## config.mk

```make
export PLATFORM = sky130hd
export DESIGN_NAME = msi_vpd_capability_regs
export DESIGN_NICKNAME = d
export VERILOG_FILES = /design/src/logic/cap_regs_pkg.sv /design/src/logic/msi_vpd_capability_regs.sv /design/src/logic/msi_sender.sv /design/src/logic/pd_engine.sv
export SDC_FILE = /design/constraint.sdc
export NUM_CORES = 1
export LEC_CHECK = 0
export BUFFER_PORTS_ARGS = -buffer_cell sky130_fd_sc_hd__buf_2
export CAP_MARGIN = 20
export CORE_ASPECT_RATIO = 0.5
export CORE_UTILIZATION = 57
export CTS_CLUSTER_DIAMETER = 50
export DETAILED_ROUTE_END_ITERATION = 7
export GPL_ROUTABILITY_DRIVEN = 1
export PLACE_DENSITY = 0.94
export SYNTH_ARGS = -nofsm -noshare
export SYNTH_HDL_FRONTEND = slang
export SYNTH_SLANG_ARGS = --single-unit
```

## constraint.sdc

```tcl
create_clock -name hclk -period 2.81 [get_ports hclk]
set_clock_uncertainty 0.05 [all_clocks]
set_input_delay 0.1405 -clock hclk [delete_from_list [all_inputs] [get_ports hclk]]
set_output_delay 0.1405 -clock hclk [all_outputs]
set_load 0.05 [all_outputs]
```

## src/logic/cap_regs_pkg.sv

```systemverilog
// Purpose: Shared constants for the capability register bank
// Assumes: 32-bit AHB-Lite register access, word aligned
// Notes: Offsets are byte addresses
package cap_regs_pkg;

   // Register offsets
   localparam logic [7:0] OFF_MSG_CTRL = 8'h4c;
   localparam logic [7:0] OFF_MSG_ADDR = 8'h50;
   localparam logic [7:0] OFF_MSG_UADDR = 8'h54;
   localparam logic [7:0] OFF_MSG_DATA = 8'h58;
   localparam logic [7:0] OFF_PD_CTRL = 8'h5c;
   localparam logic [7:0] OFF_PD_WORD = 8'h60;
   localparam logic [7:0] OFF_VEND_HDR = 8'h64;
   localparam logic [7:0] OFF_IRQ_STATUS = 8'h80;
   localparam logic [7:0] OFF_IRQ_MASK = 8'h84;

   // Field positions
   localparam int MSI_EN_BIT = 16;
   localparam int ADDR64_BIT = 23;
   localparam int PD_WEN_BIT = 30;
   localparam int PD_OP_BIT = 31;
   localparam int PD_ADDR_LSB = 18;
   localparam int PD_ADDR_W = 6;

   // Fixed header values
   localparam logic [7:0] MSI_CAP_ID = 8'h05;
   localparam logic [7:0] PD_CAP_ID = 8'h03;
   localparam logic [7:0] VEND_CAP_ID = 8'h09;
   localparam logic [7:0] NEXT_VEND = 8'h64;
   localparam logic [7:0] NEXT_SSID = 8'hb0;
   localparam logic [15:0] VEND_LEN = 16'h0034;

   // Reset values
   localparam logic [31:0] RST_WORD = 32'h0000_0000;
   localparam logic [2:0] RST_MME = 3'h0;

   // Interrupt status bits
   localparam int IRQ_PD_DONE = 0;
   localparam int IRQ_PD_REFUSED = 1;
   localparam int IRQ_W = 2;

   // Product-data engine states
   typedef enum logic [1:0] {
      PD_IDLE = 2'b00,
      PD_READ = 2'b01,
      PD_WRITE = 2'b10
   } pd_state_t;

endpackage

```

## src/logic/msi_vpd_capability_regs.sv

```systemverilog
// Purpose: Capability register bank of one switch port over AHB-Lite
// Assumes: Single word transfers, zero wait states, OKAY only
// Notes: Port role strap picks which capability group is present
//
// What this block does
// - MSI enable gates message writes, stops INTx
// - 64-bit address capable bit reads one
// - Message address uses bits 31:2 only
// - Upper address used only in 64-bit mode
// - Message capability present on downstream ports only
// - Product-data capability present on upstream only
// - Product-data header reads 03h, next 64h
// - Six-bit address selects table location
// - Writes allowed only with write-enable set
// - Op zero starts read, sets one on completion
// - Op one starts write, clears on completion
// - Data register returns last fetched word
// - Data register write supplies next stored word
// - Vendor header reads 09h, next B0h
// - Vendor header length field reads 34h
// - Message header reads 05h, next 64h
`timescale 1ns/1ps
module msi_vpd_capability_regs
   import cap_regs_pkg::*;
(
   // Clock and reset
   input wire logic hclk,
   input wire logic hresetn,
   // AHB-Lite slave
   input wire logic hsel,
   input wire logic [7:0] haddr,
   input wire logic [1:0] htrans,
   input wire logic hwrite,
   input wire logic [2:0] hsize,
   input wire logic [31:0] hwdata,
   input wire logic hready,
   output logic hreadyout,
   output logic hresp,
   output logic [31:0] hrdata,
   // Port role strap, high for downstream port
   input wire logic port_is_downstream,
   // Service request from the port
   input wire logic irq_req,
   input wire logic irq_level,
   // Message write to the fabric
   output logic msg_wr_valid,
   input wire logic msg_wr_ready,
   output logic [63:0] msg_wr_addr,
   output logic [31:0] msg_wr_payload,
   output logic intx_assert,
   // EEPROM controller
   output logic ee_req,
   output logic ee_write,
   output logic [PD_ADDR_W-1:0] ee_addr,
   output logic [31:0] ee_wdata,
   input wire logic ee_done,
   input wire logic [31:0] ee_rdata,
   // Interrupt
   output logic irq
);

   ////////////////////////////////////////////////////////////////////////
   // Declarations
   logic down_r;
   logic strap_done_r;
   logic wr_pend_r;
   logic [7:0] wr_addr_r;
   logic msi_en_r;
   logic [2:0] mme_r;
   logic [29:0] msg_addr_r;
   logic [31:0] msg_uaddr_r;
   logic [15:0] msg_data_r;
   logic [PD_ADDR_W-1:0] pd_addr_r;
   logic pd_wen_r;
   logic pd_op_r;
   logic [31:0] pd_word_r;
   logic [IRQ_W-1:0] irq_stat_r;
   logic [IRQ_W-1:0] irq_mask_r;
   logic [31:0] rdata_r;
   logic [IRQ_W-1:0] irq_stat_nxt;
   logic [31:0] rdata_nxt;
   logic addr_phase;
   logic wr_now;
   logic msi_here;
   logic pd_here;
   logic pd_start;
   logic pd_start_wr;
   logic pd_refused;
   logic pd_busy;
   logic pd_done;
   logic [31:0] pd_rd_word;
   logic [31:0] msg_ctrl_word;
   logic [31:0] pd_ctrl_word;
   logic [31:0] vend_word;
   logic [31:0] msg_addr_word;
   logic pd_fill_r;
   logic wr_msg_ctrl;
   logic wr_msg_addr;
   logic wr_msg_uaddr;
   logic wr_msg_data;
   logic wr_pd_ctrl;
   logic wr_pd_word;
   logic wr_irq_stat;
   logic wr_irq_mask;
   logic rd_msg_ctrl;
   logic rd_msg_addr;
   logic rd_msg_uaddr;
   logic rd_msg_data;
   logic rd_pd_ctrl;
   logic rd_pd_word;
   logic rd_vend;
   logic rd_irq_stat;
   logic rd_irq_mask;

   // Register word hit for a given offset, used by both read and write decode
   function automatic logic hit(input logic [7:0] a, input logic [7:0] off);
      hit = (a[7:2] == off[7:2]);
   endfunction

   ////////////////////////////////////////////////////////////////////////
   // Port role caught after reset release
   always_ff @(posedge hclk or negedge hresetn) begin
      if (!hresetn) begin
         down_r <= 1'b0;
         strap_done_r <= 1'b0;
      end else if (!strap_done_r) begin
         down_r <= port_is_downstream;
         strap_done_r <= 1'b1;
      end
   end

   assign msi_here = down_r;
   assign pd_here = !down_r;

   ////////////////////////////////////////////////////////////////////////
   // Bus decode, zero wait state slave
   assign addr_phase = hsel && hready && htrans[1];
   assign wr_now = wr_pend_r;
   assign hreadyout = 1'b1;
   assign hresp = 1'b0;

   always_ff @(posedge hclk or negedge hresetn) begin
      if (!hresetn) begin
         wr_pend_r <= 1'b0;
         wr_addr_r <= 8'h00;
      end else begin
         wr_pend_r <= addr_phase && hwrite;
         wr_addr_r <= haddr;
      end
   end

   ////////////////////////////////////////////////////////////////////////
   // Data-phase write strobes, absent groups never written
   assign wr_msg_ctrl = wr_now && msi_here && hit(wr_addr_r, OFF_MSG_CTRL);
   assign wr_msg_addr = wr_now && msi_here && hit(wr_addr_r, OFF_MSG_ADDR);
   assign wr_msg_uaddr = wr_now && msi_here && hit(wr_addr_r, OFF_MSG_UADDR);
   assign wr_msg_data = wr_now && msi_here && hit(wr_addr_r, OFF_MSG_DATA);
   assign wr_pd_ctrl = wr_now && pd_here && hit(wr_addr_r, OFF_PD_CTRL);
   assign wr_pd_word = wr_now && pd_here && hit(wr_addr_r, OFF_PD_WORD);
   assign wr_irq_stat = wr_now && hit(wr_addr_r, OFF_IRQ_STATUS);
   assign wr_irq_mask = wr_now && hit(wr_addr_r, OFF_IRQ_MASK);

   ////////////////////////////////////////////////////////////////////////
   // Message interrupt registers, downstream only
   always_ff @(posedge hclk or negedge hresetn) begin
      if (!hresetn) begin
         msi_en_r <= 1'b0;
         mme_r <= RST_MME;
         msg_addr_r <= '0;
         msg_uaddr_r <= RST_WORD;
         msg_data_r <= 16'h0000;
      end else begin
         if (wr_msg_ctrl) begin
            msi_en_r <= hwdata[MSI_EN_BIT];
            mme_r <= hwdata[22:20];
         end
         if (wr_msg_addr) begin
            msg_addr_r <= hwdata[31:2];
         end
         if (wr_msg_uaddr) begin
            msg_uaddr_r <= hwdata;
         end
         if (wr_msg_data) begin
            msg_data_r <= hwdata[15:0];
         end
      end
   end

   ////////////////////////////////////////////////////////////////////////
   // Product-data control and data, upstream only
   assign pd_start = wr_pd_ctrl && !pd_busy
      && (!hwdata[PD_OP_BIT] || hwdata[PD_WEN_BIT]);
   assign pd_start_wr = hwdata[PD_OP_BIT];
   assign pd_refused = wr_pd_ctrl && hwdata[PD_OP_BIT] && !hwdata[PD_WEN_BIT];

   always_ff @(posedge hclk or negedge hresetn) begin
      if (!hresetn) begin
         pd_addr_r <= '0;
         pd_wen_r <= 1'b0;
         pd_op_r <= 1'b0;
         pd_word_r <= RST_WORD;
         pd_fill_r <= 1'b0;
      end else begin
         if (wr_pd_ctrl && !pd_busy) begin
            pd_addr_r <= hwdata[PD_ADDR_LSB +: PD_ADDR_W];
            pd_wen_r <= hwdata[PD_WEN_BIT];
         end
         if (pd_start) begin
            pd_op_r <= pd_start_wr;
         end else if (pd_done) begin
            pd_op_r <= !pd_op_r;
         end
         pd_fill_r <= pd_done && !ee_write; // Engine word valid after done
         if (pd_fill_r) begin
            pd_word_r <= pd_rd_word;
         end else if (wr_pd_word && !pd_busy) begin
            pd_word_r <= hwdata;
         end
      end
   end

   pd_engine #(
      .AW(PD_ADDR_W)
   ) u_pd (
      .hclk(hclk),
      .hresetn(hresetn),
      .start(pd_start),
      .start_write(pd_start_wr),
      .start_addr(hwdata[PD_ADDR_LSB +: PD_ADDR_W]),
      .start_wdata(pd_word_r),
      .busy(pd_busy),
      .done(pd_done),
      .rd_word(pd_rd_word),
      .ee_req(ee_req),
      .ee_write(ee_write),
      .ee_addr(ee_addr),
      .ee_wdata(ee_wdata),
      .ee_done(ee_done),
      .ee_rdata(ee_rdata)
   );

   ////////////////////////////////////////////////////////////////////////
   // Message sender
   msi_sender u_msi (
      .hclk(hclk),
      .hresetn(hresetn),
      .msi_en(msi_en_r && msi_here),
      .addr64(msg_ctrl_word[ADDR64_BIT]),
      .msg_addr(msg_addr_word),
      .msg_uaddr(msg_uaddr_r),
      .msg_data(msg_data_r),
      .irq_req(irq_req),
      .irq_level(irq_level),
      .msg_wr_valid(msg_wr_valid),
      .msg_wr_ready(msg_wr_ready),
      .msg_wr_addr(msg_wr_addr),
      .msg_wr_payload(msg_wr_payload),
      .intx_assert(intx_assert)
   );

   ////////////////////////////////////////////////////////////////////////
   // Interrupt status, set beats write-one-to-clear
   always_comb begin
      irq_stat_nxt = irq_stat_r;
      if (wr_irq_stat) begin
         irq_stat_nxt = irq_stat_nxt & ~hwdata[IRQ_W-1:0];
      end
      if (pd_done) begin
         irq_stat_nxt[IRQ_PD_DONE] = 1'b1;
      end
      if (pd_refused) begin
         irq_stat_nxt[IRQ_PD_REFUSED] = 1'b1;
      end
   end

   always_ff @(posedge hclk or negedge hresetn) begin
      if (!hresetn) begin
         irq_stat_r <= '0;
         irq_mask_r <= '0;
      end else begin
         irq_stat_r <= irq_stat_nxt;
         if (wr_irq_mask) begin
            irq_mask_r <= hwdata[IRQ_W-1:0];
         end
      end
   end

   assign irq = |(irq_stat_r & irq_mask_r);

   ////////////////////////////////////////////////////////////////////////
   // Read words
   assign msg_ctrl_word = {8'h00, 1'b1, mme_r, 3'b000, msi_en_r, NEXT_VEND, MSI_CAP_ID};
   assign msg_addr_word = {msg_addr_r, 2'b00};
   assign pd_ctrl_word = {pd_op_r, pd_wen_r, 6'h00, pd_addr_r, 2'b00, NEXT_VEND, PD_CAP_ID};
   assign vend_word = {VEND_LEN, NEXT_SSID, VEND_CAP_ID};

   // Read selects, absent groups read as zero
   assign rd_msg_ctrl = msi_here && hit(haddr, OFF_MSG_CTRL);
   assign rd_msg_addr = msi_here && hit(haddr, OFF_MSG_ADDR);
   assign rd_msg_uaddr = msi_here && hit(haddr, OFF_MSG_UADDR);
   assign rd_msg_data = msi_here && hit(haddr, OFF_MSG_DATA);
   assign rd_pd_ctrl = pd_here && hit(haddr, OFF_PD_CTRL);
   assign rd_pd_word = pd_here && hit(haddr, OFF_PD_WORD);
   assign rd_vend = hit(haddr, OFF_VEND_HDR);
   assign rd_irq_stat = hit(haddr, OFF_IRQ_STATUS);
   assign rd_irq_mask = hit(haddr, OFF_IRQ_MASK);

   always_comb begin
      rdata_nxt = 32'h0000_0000;
      if (rd_msg_ctrl) begin
         rdata_nxt = msg_ctrl_word;
      end else if (rd_msg_addr) begin
         rdata_nxt = msg_addr_word;
      end else if (rd_msg_uaddr) begin
         rdata_nxt = msg_uaddr_r;
      end else if (rd_msg_data) begin
         rdata_nxt = {16'h0000, msg_data_r};
      end else if (rd_pd_ctrl) begin
         rdata_nxt = pd_ctrl_word;
      end else if (rd_pd_word) begin
         rdata_nxt = pd_word_r;
      end else if (rd_vend) begin
         rdata_nxt = vend_word;
      end else if (rd_irq_stat) begin
         rdata_nxt = {30'h0, irq_stat_r};
      end else if (rd_irq_mask) begin
         rdata_nxt = {30'h0, irq_mask_r};
      end
   end

   always_ff @(posedge hclk or negedge hresetn) begin
      if (!hresetn) begin
         rdata_r <= RST_WORD;
      end else if (addr_phase && !hwrite) begin
         rdata_r <= rdata_nxt;
      end
   end

   assign hrdata = rdata_r;

endmodule // msi_vpd_capability_regs

```

## src/logic/msi_sender.sv

```systemverilog
// Purpose: Issues message-signalled interrupt writes or legacy level
// Assumes: Request is a pulse from same-clock logic
// Notes: Send request holds until the fabric accepts it
`timescale 1ns/1ps
module msi_sender
   import cap_regs_pkg::*;
(
   // Clock and reset
   input wire logic hclk,
   input wire logic hresetn,
   // Configuration
   input wire logic msi_en,
   input wire logic addr64,
   input wire logic [31:0] msg_addr,
   input wire logic [31:0] msg_uaddr,
   input wire logic [15:0] msg_data,
   // Service request in
   input wire logic irq_req,
   input wire logic irq_level,
   // Message write out
   output logic msg_wr_valid,
   input wire logic msg_wr_ready,
   output logic [63:0] msg_wr_addr,
   output logic [31:0] msg_wr_payload,
   // Legacy pin
   output logic intx_assert
);

   logic pend_r;
   logic [63:0] addr_r;
   logic [31:0] pay_r;
   logic [63:0] addr_nxt;

   // Aligned address, upper half only in 64-bit mode
   assign addr_nxt = {(addr64 ? msg_uaddr : 32'h0000_0000), msg_addr[31:2], 2'b00};

   ////////////////////////////////////////////////////////////////////////
   // Capture one request while messages are enabled
   always_ff @(posedge hclk or negedge hresetn) begin
      if (!hresetn) begin
         pend_r <= 1'b0;
         addr_r <= 64'h0000_0000_0000_0000;
         pay_r <= RST_WORD;
      end else if (pend_r) begin
         if (msg_wr_ready) begin
            pend_r <= 1'b0;
         end
      end else if (irq_req && msi_en) begin
         pend_r <= 1'b1;
         addr_r <= addr_nxt;
         pay_r <= {16'h0000, msg_data};
      end
   end

   assign msg_wr_valid = pend_r;
   assign msg_wr_addr = addr_r;
   assign msg_wr_payload = pay_r;
   // Legacy signalling only while messages are off
   assign intx_assert = irq_level && !msi_en;

endmodule // msi_sender

```

## src/logic/pd_engine.sv

```systemverilog
// Purpose: Sequences one product-data table access to the EEPROM port
// Assumes: EEPROM controller answers with a done pulse
// Notes: One access at a time; start ignored while busy
`timescale 1ns/1ps
module pd_engine
   import cap_regs_pkg::*;
#(
   parameter int AW = PD_ADDR_W
)(
   // Clock and reset
   input wire logic hclk,
   input wire logic hresetn,
   // Start from the register bank
   input wire logic start,
   input wire logic start_write,
   input wire logic [AW-1:0] start_addr,
   input wire logic [31:0] start_wdata,
   output logic busy,
   output logic done,
   output logic [31:0] rd_word,
   // EEPROM side
   output logic ee_req,
   output logic ee_write,
   output logic [AW-1:0] ee_addr,
   output logic [31:0] ee_wdata,
   input wire logic ee_done,
   input wire logic [31:0] ee_rdata
);

   pd_state_t state_r;
   logic [AW-1:0] addr_r;
   logic [31:0] wdata_r;
   logic [31:0] rd_r;

   ////////////////////////////////////////////////////////////////////////
   // Access state machine
   always_ff @(posedge hclk or negedge hresetn) begin
      if (!hresetn) begin
         state_r <= PD_IDLE;
         addr_r <= '0;
         wdata_r <= RST_WORD;
         rd_r <= RST_WORD;
      end else begin
         case (state_r)
            PD_IDLE: begin
               if (start) begin
                  state_r <= start_write ? PD_WRITE : PD_READ;
                  addr_r <= start_addr;
                  wdata_r <= start_wdata;
               end
            end
            PD_READ: begin
               if (ee_done) begin
                  state_r <= PD_IDLE;
                  rd_r <= ee_rdata;
               end
            end
            PD_WRITE: begin
               if (ee_done) begin
                  state_r <= PD_IDLE;
               end
            end
            default: state_r <= PD_IDLE;
         endcase
      end
   end

   assign busy = (state_r != PD_IDLE);
   assign done = busy && ee_done;
   assign rd_word = rd_r;
   assign ee_req = busy;
   assign ee_write = (state_r == PD_WRITE);
   assign ee_addr = addr_r;
   assign ee_wdata = wdata_r;

endmodule // pd_engine

```

==> metrics.md <==
| Metric | Value |
|---|---|
| Most frequent cells after synthesis | `dfrtp_1, mux2_2, nand2_1` |
| WS Path Type | `reg2reg` |
| Worst setup EP type | `flip-flop` |
| Setup bufs post-CTS | `0` |
| Slew Viols, Final | `0` |
| CTS Hold Buffers Added | `76` |
| Max stage delay on crit path | `0.76 ns` |
| Non-Filler Instances | `1,716` |
| # H-tree levels | `1` |
| Period utilization | `96.1%` |
| HPWL Detailed | `26,200 um` |
| Top Metal Used | `met4` |
| Final GP Congestion | `0.921` |
| Post-synth EDFFs | `0` |
| Initial DRC count | `1,189` |
| Initial antenna violation count | `0` |
| Post-Syn Instances | `1,083` |
| Ys Warns | `0` |
| Ys async rst share | `100%` |
| Actual slew at the worst max-slew pin | `0.941 ns` |
| Dominant synthesized flop cell | `dfrtp_1` |
| Post-Syn Area | `0.0137 sq mm` |
| Hold violation count in the final report | `0` |
| DR WL met2 | `19,300 um` |
| CTS Sinks | `319` |
| CP delay by family, top | `compound AO/OA/AOI/OAI gates` |
| Slew headroom | `36.9%` |
| Worst R2R Path Depth | `5` |
| Yosys cell types | `65` |
| Share of post-route cells with drive strength above 1 | `37.4%` |
| Multi-input gate area | `0.00528 sq mm` |
| Post-synthesis area per instance | `12.6 sq um` |
| FP Rows | `39` |
| Setup_tns | `0 ns` |
| Total GRT Usage | `33.5%` |
| VDD IR max | `0.000432 V` |
| Number of port buffers | `233` |
| Register bit total from synthesis | `319` |
| Core region area | `0.0232 sq mm` |
| Avg Vias per Cell | `6.21` |
| FF+latch area | `0.00798 sq mm` |
| Clk pin slew, worst setup/hold paths | `0.08 ns` |
| Unrepaired setup endpoints after global routing | `false` |
| Hold Path End | `hrdata[20]` |
| Met3 wire length | `3420 um` |
| Vias | `10,600` |
| First-pass GRT wire length | `63,400 um` |
| Top cell type's share of synthesized area | `58.4%` |
| M1 WL | `16,000 um` |
| Final Critical Period | `2.70 ns` |
| Reg2reg start | `down_r` |
| WP buf/inv | `1` |
| Critical Path AT | `3.14 ns` |
| Worst hold-check path type | `in2reg` |
| Drt total wl | `40,700 um` |
| Max Cap Viol | `0` |
| LEAKAGE | `8.62 nW` |
| Area growth from synthesis to final layout | `23.9%` |
| Synth top area cells | `dfrtp_1, mux2_2, o21ai_0, nand2_1, mux2i_1` |
| Final #Nets | `1,476` |
| Fmax | `0.370 GHz` |
| Dpl cells | `1,587` |
| Pwr/cell area | `692 mW/mm^2` |
| Post-CTS sizing | `0` |
| Clk_lat worst skew | `0.57 ns` |
| Cell accounting for the most synthesized area | `dfrtp_1` |
| Critical path required time | `3.25 ns` |
| Worst-path fanout max | `13` |
| Hold Crit Depth | `5` |
| Worst path cell trace | `inv_1 -> and3_1 -> a22oi_1 -> a211oi_1 -> a221o_1` |
| Sequential share of the synthesized area | `58.4%` |
| Largest net degree at the start of global routing | `84` |
| Initial DRT Pass Iterations | `5` |
| DRT antenna net count | `0` |
| Crit start category | `flip-flop` |
| Initial core utilization | `59.0%` |
| Drc violations | `0` |
| Critical Path Slowest Stage Cell | `and3_1` |
| Die ar. | `0.0246 sq mm` |
| Per-cell routed wire length | `23.7 um` |
| R2R Path End | `hrdata[22]` |
| Final Setup Violations | `0` |
| Critical path origin | `down_r` |
| Total grt overflow | `0` |
| Chip Width | `221 um` |
| Die Y | `112 um` |
| Top-count cell post-synth | `dfrtp_1` |
| CTS Buffer Depth | `3` |
| Cts bufs inserted | `28` |
| Reg2Reg Setup Slack | `0.11 ns` |
| I/O pin count | `260` |
| Outcome | `completed` |
| Via count of the first global-routing pass | `11,100` |
| Fillers | `1,399` |
| Hold path start | `hready` |
| CTS tree | `built` |
| Root buf cell | `clkbuf_16` |
[registers in the layout, summed over array words and instances (netlist names), 2 cells and up]
register	count
hrdata	32
irq_mask_r	2
irq_stat_r	2
mme_r	3
msg_addr_r	30
msg_data_r	16
msg_uaddr_r	32
pd_addr_r	6
pd_word_r	32
u_msi.msg_wr_addr	62
u_msi.msg_wr_payload	16
u_pd.ee_addr	6
u_pd.ee_wdata	32
u_pd.rd_word	32
u_pd.state_r	2
wr_addr_r	6
[area by class of cell]
class	instances	share of cell area, %
inverters	18	0.399
multi-input cells	680	31.1
clock inverters	15	1.14
well taps	307	2.27
flip-flops and latches	319	47.1
clock buffers	37	4.76
repair buffers	339	13.1
diodes	1	0.0148
[worst max-delay path by stage]
| stage | end | slack, ns | cells past startpoint |
|---|---|---|---|
| after global placement | hrdata[22] | 0.57 | 5 |
| after floorplan | intx_assert | 0.79 | 3 |
| final | hrdata[22] | 0.11 | 5 |
| after global routing | hrdata[22] | 0.05 | 5 |
| after detailed placement | hrdata[22] | 0.47 | 5 |
| after CTS | hrdata[22] | 0.30 | 5 |
[cell families (layout without fill, tap and decap cells)]
kind of cell | Yosys count | after routing | synth area share [%]
DFF | 319 | 319 | 58.4
and+or+nand+nor | 187 | 187 | 7.19
muxes | 249 | 249 | 20.2
AOI/OAI and AO/OA | 218 | 218 | 9.91
other | 2 | 22 | 0.0549
xor gates and xnor gates | 2 | 2 | 0.128
buffers and inverters | 103 | 409 | 3.83
adders and majority gates | 3 | 3 | 0.275
[worst register-to-register path: stages (launching register included)]
cell      delay [ns]
dfrtp_1         0.52
inv_1           0.46
and3_1          0.76
a22oi_1         0.27
a211oi_1        0.40
a221o_1         0.18
[placed cells by master, fill, tap and decap left out, types with 25 or more instances in the layout]
cell type	instances
dlygate4sd3_1	76
mux2i_1	32
buf_2	232
buf_4	25
mux2_2	196
a21oi_1	36
o21ai_0	94
dfrtp_1	318
clkbuf_16	29
nand2_1	102
[layer usage]
layer	global-route usage, %	up-vias
li1	-	4449
met1	42.7	5328
met2	55.3	670
met3	7.65	201
met4	15.3	0
met5	0	-
[power by group]
group	internal, mW	total [mW]	switching (mW)
logic	0.690	1.89	1.20
registers	5.13	5.63	0.505
clock network	2.40	4.19	1.79
total	8.22	11.7	3.50
[metrics by stage]
stage                     setup WS [ns]  utilization (%)  instance area (sq um)  power, mW  hold WS, ns
after detailed placement          0.470             65.5                  15200       7.41        0.131
final                             0.109             73.1                  16900       11.7       0.0958
after global placement            0.567             65.5                  15200       7.28        0.126
after floorplan                   0.788                -                  13700       6.71       -0.205
after global routing             0.0451             73.1                  16900       12.1        0.128
after CTS                         0.298             73.1                  16900       11.6       0.0923
No activity file was read; power rests on OpenSTA's default activity.
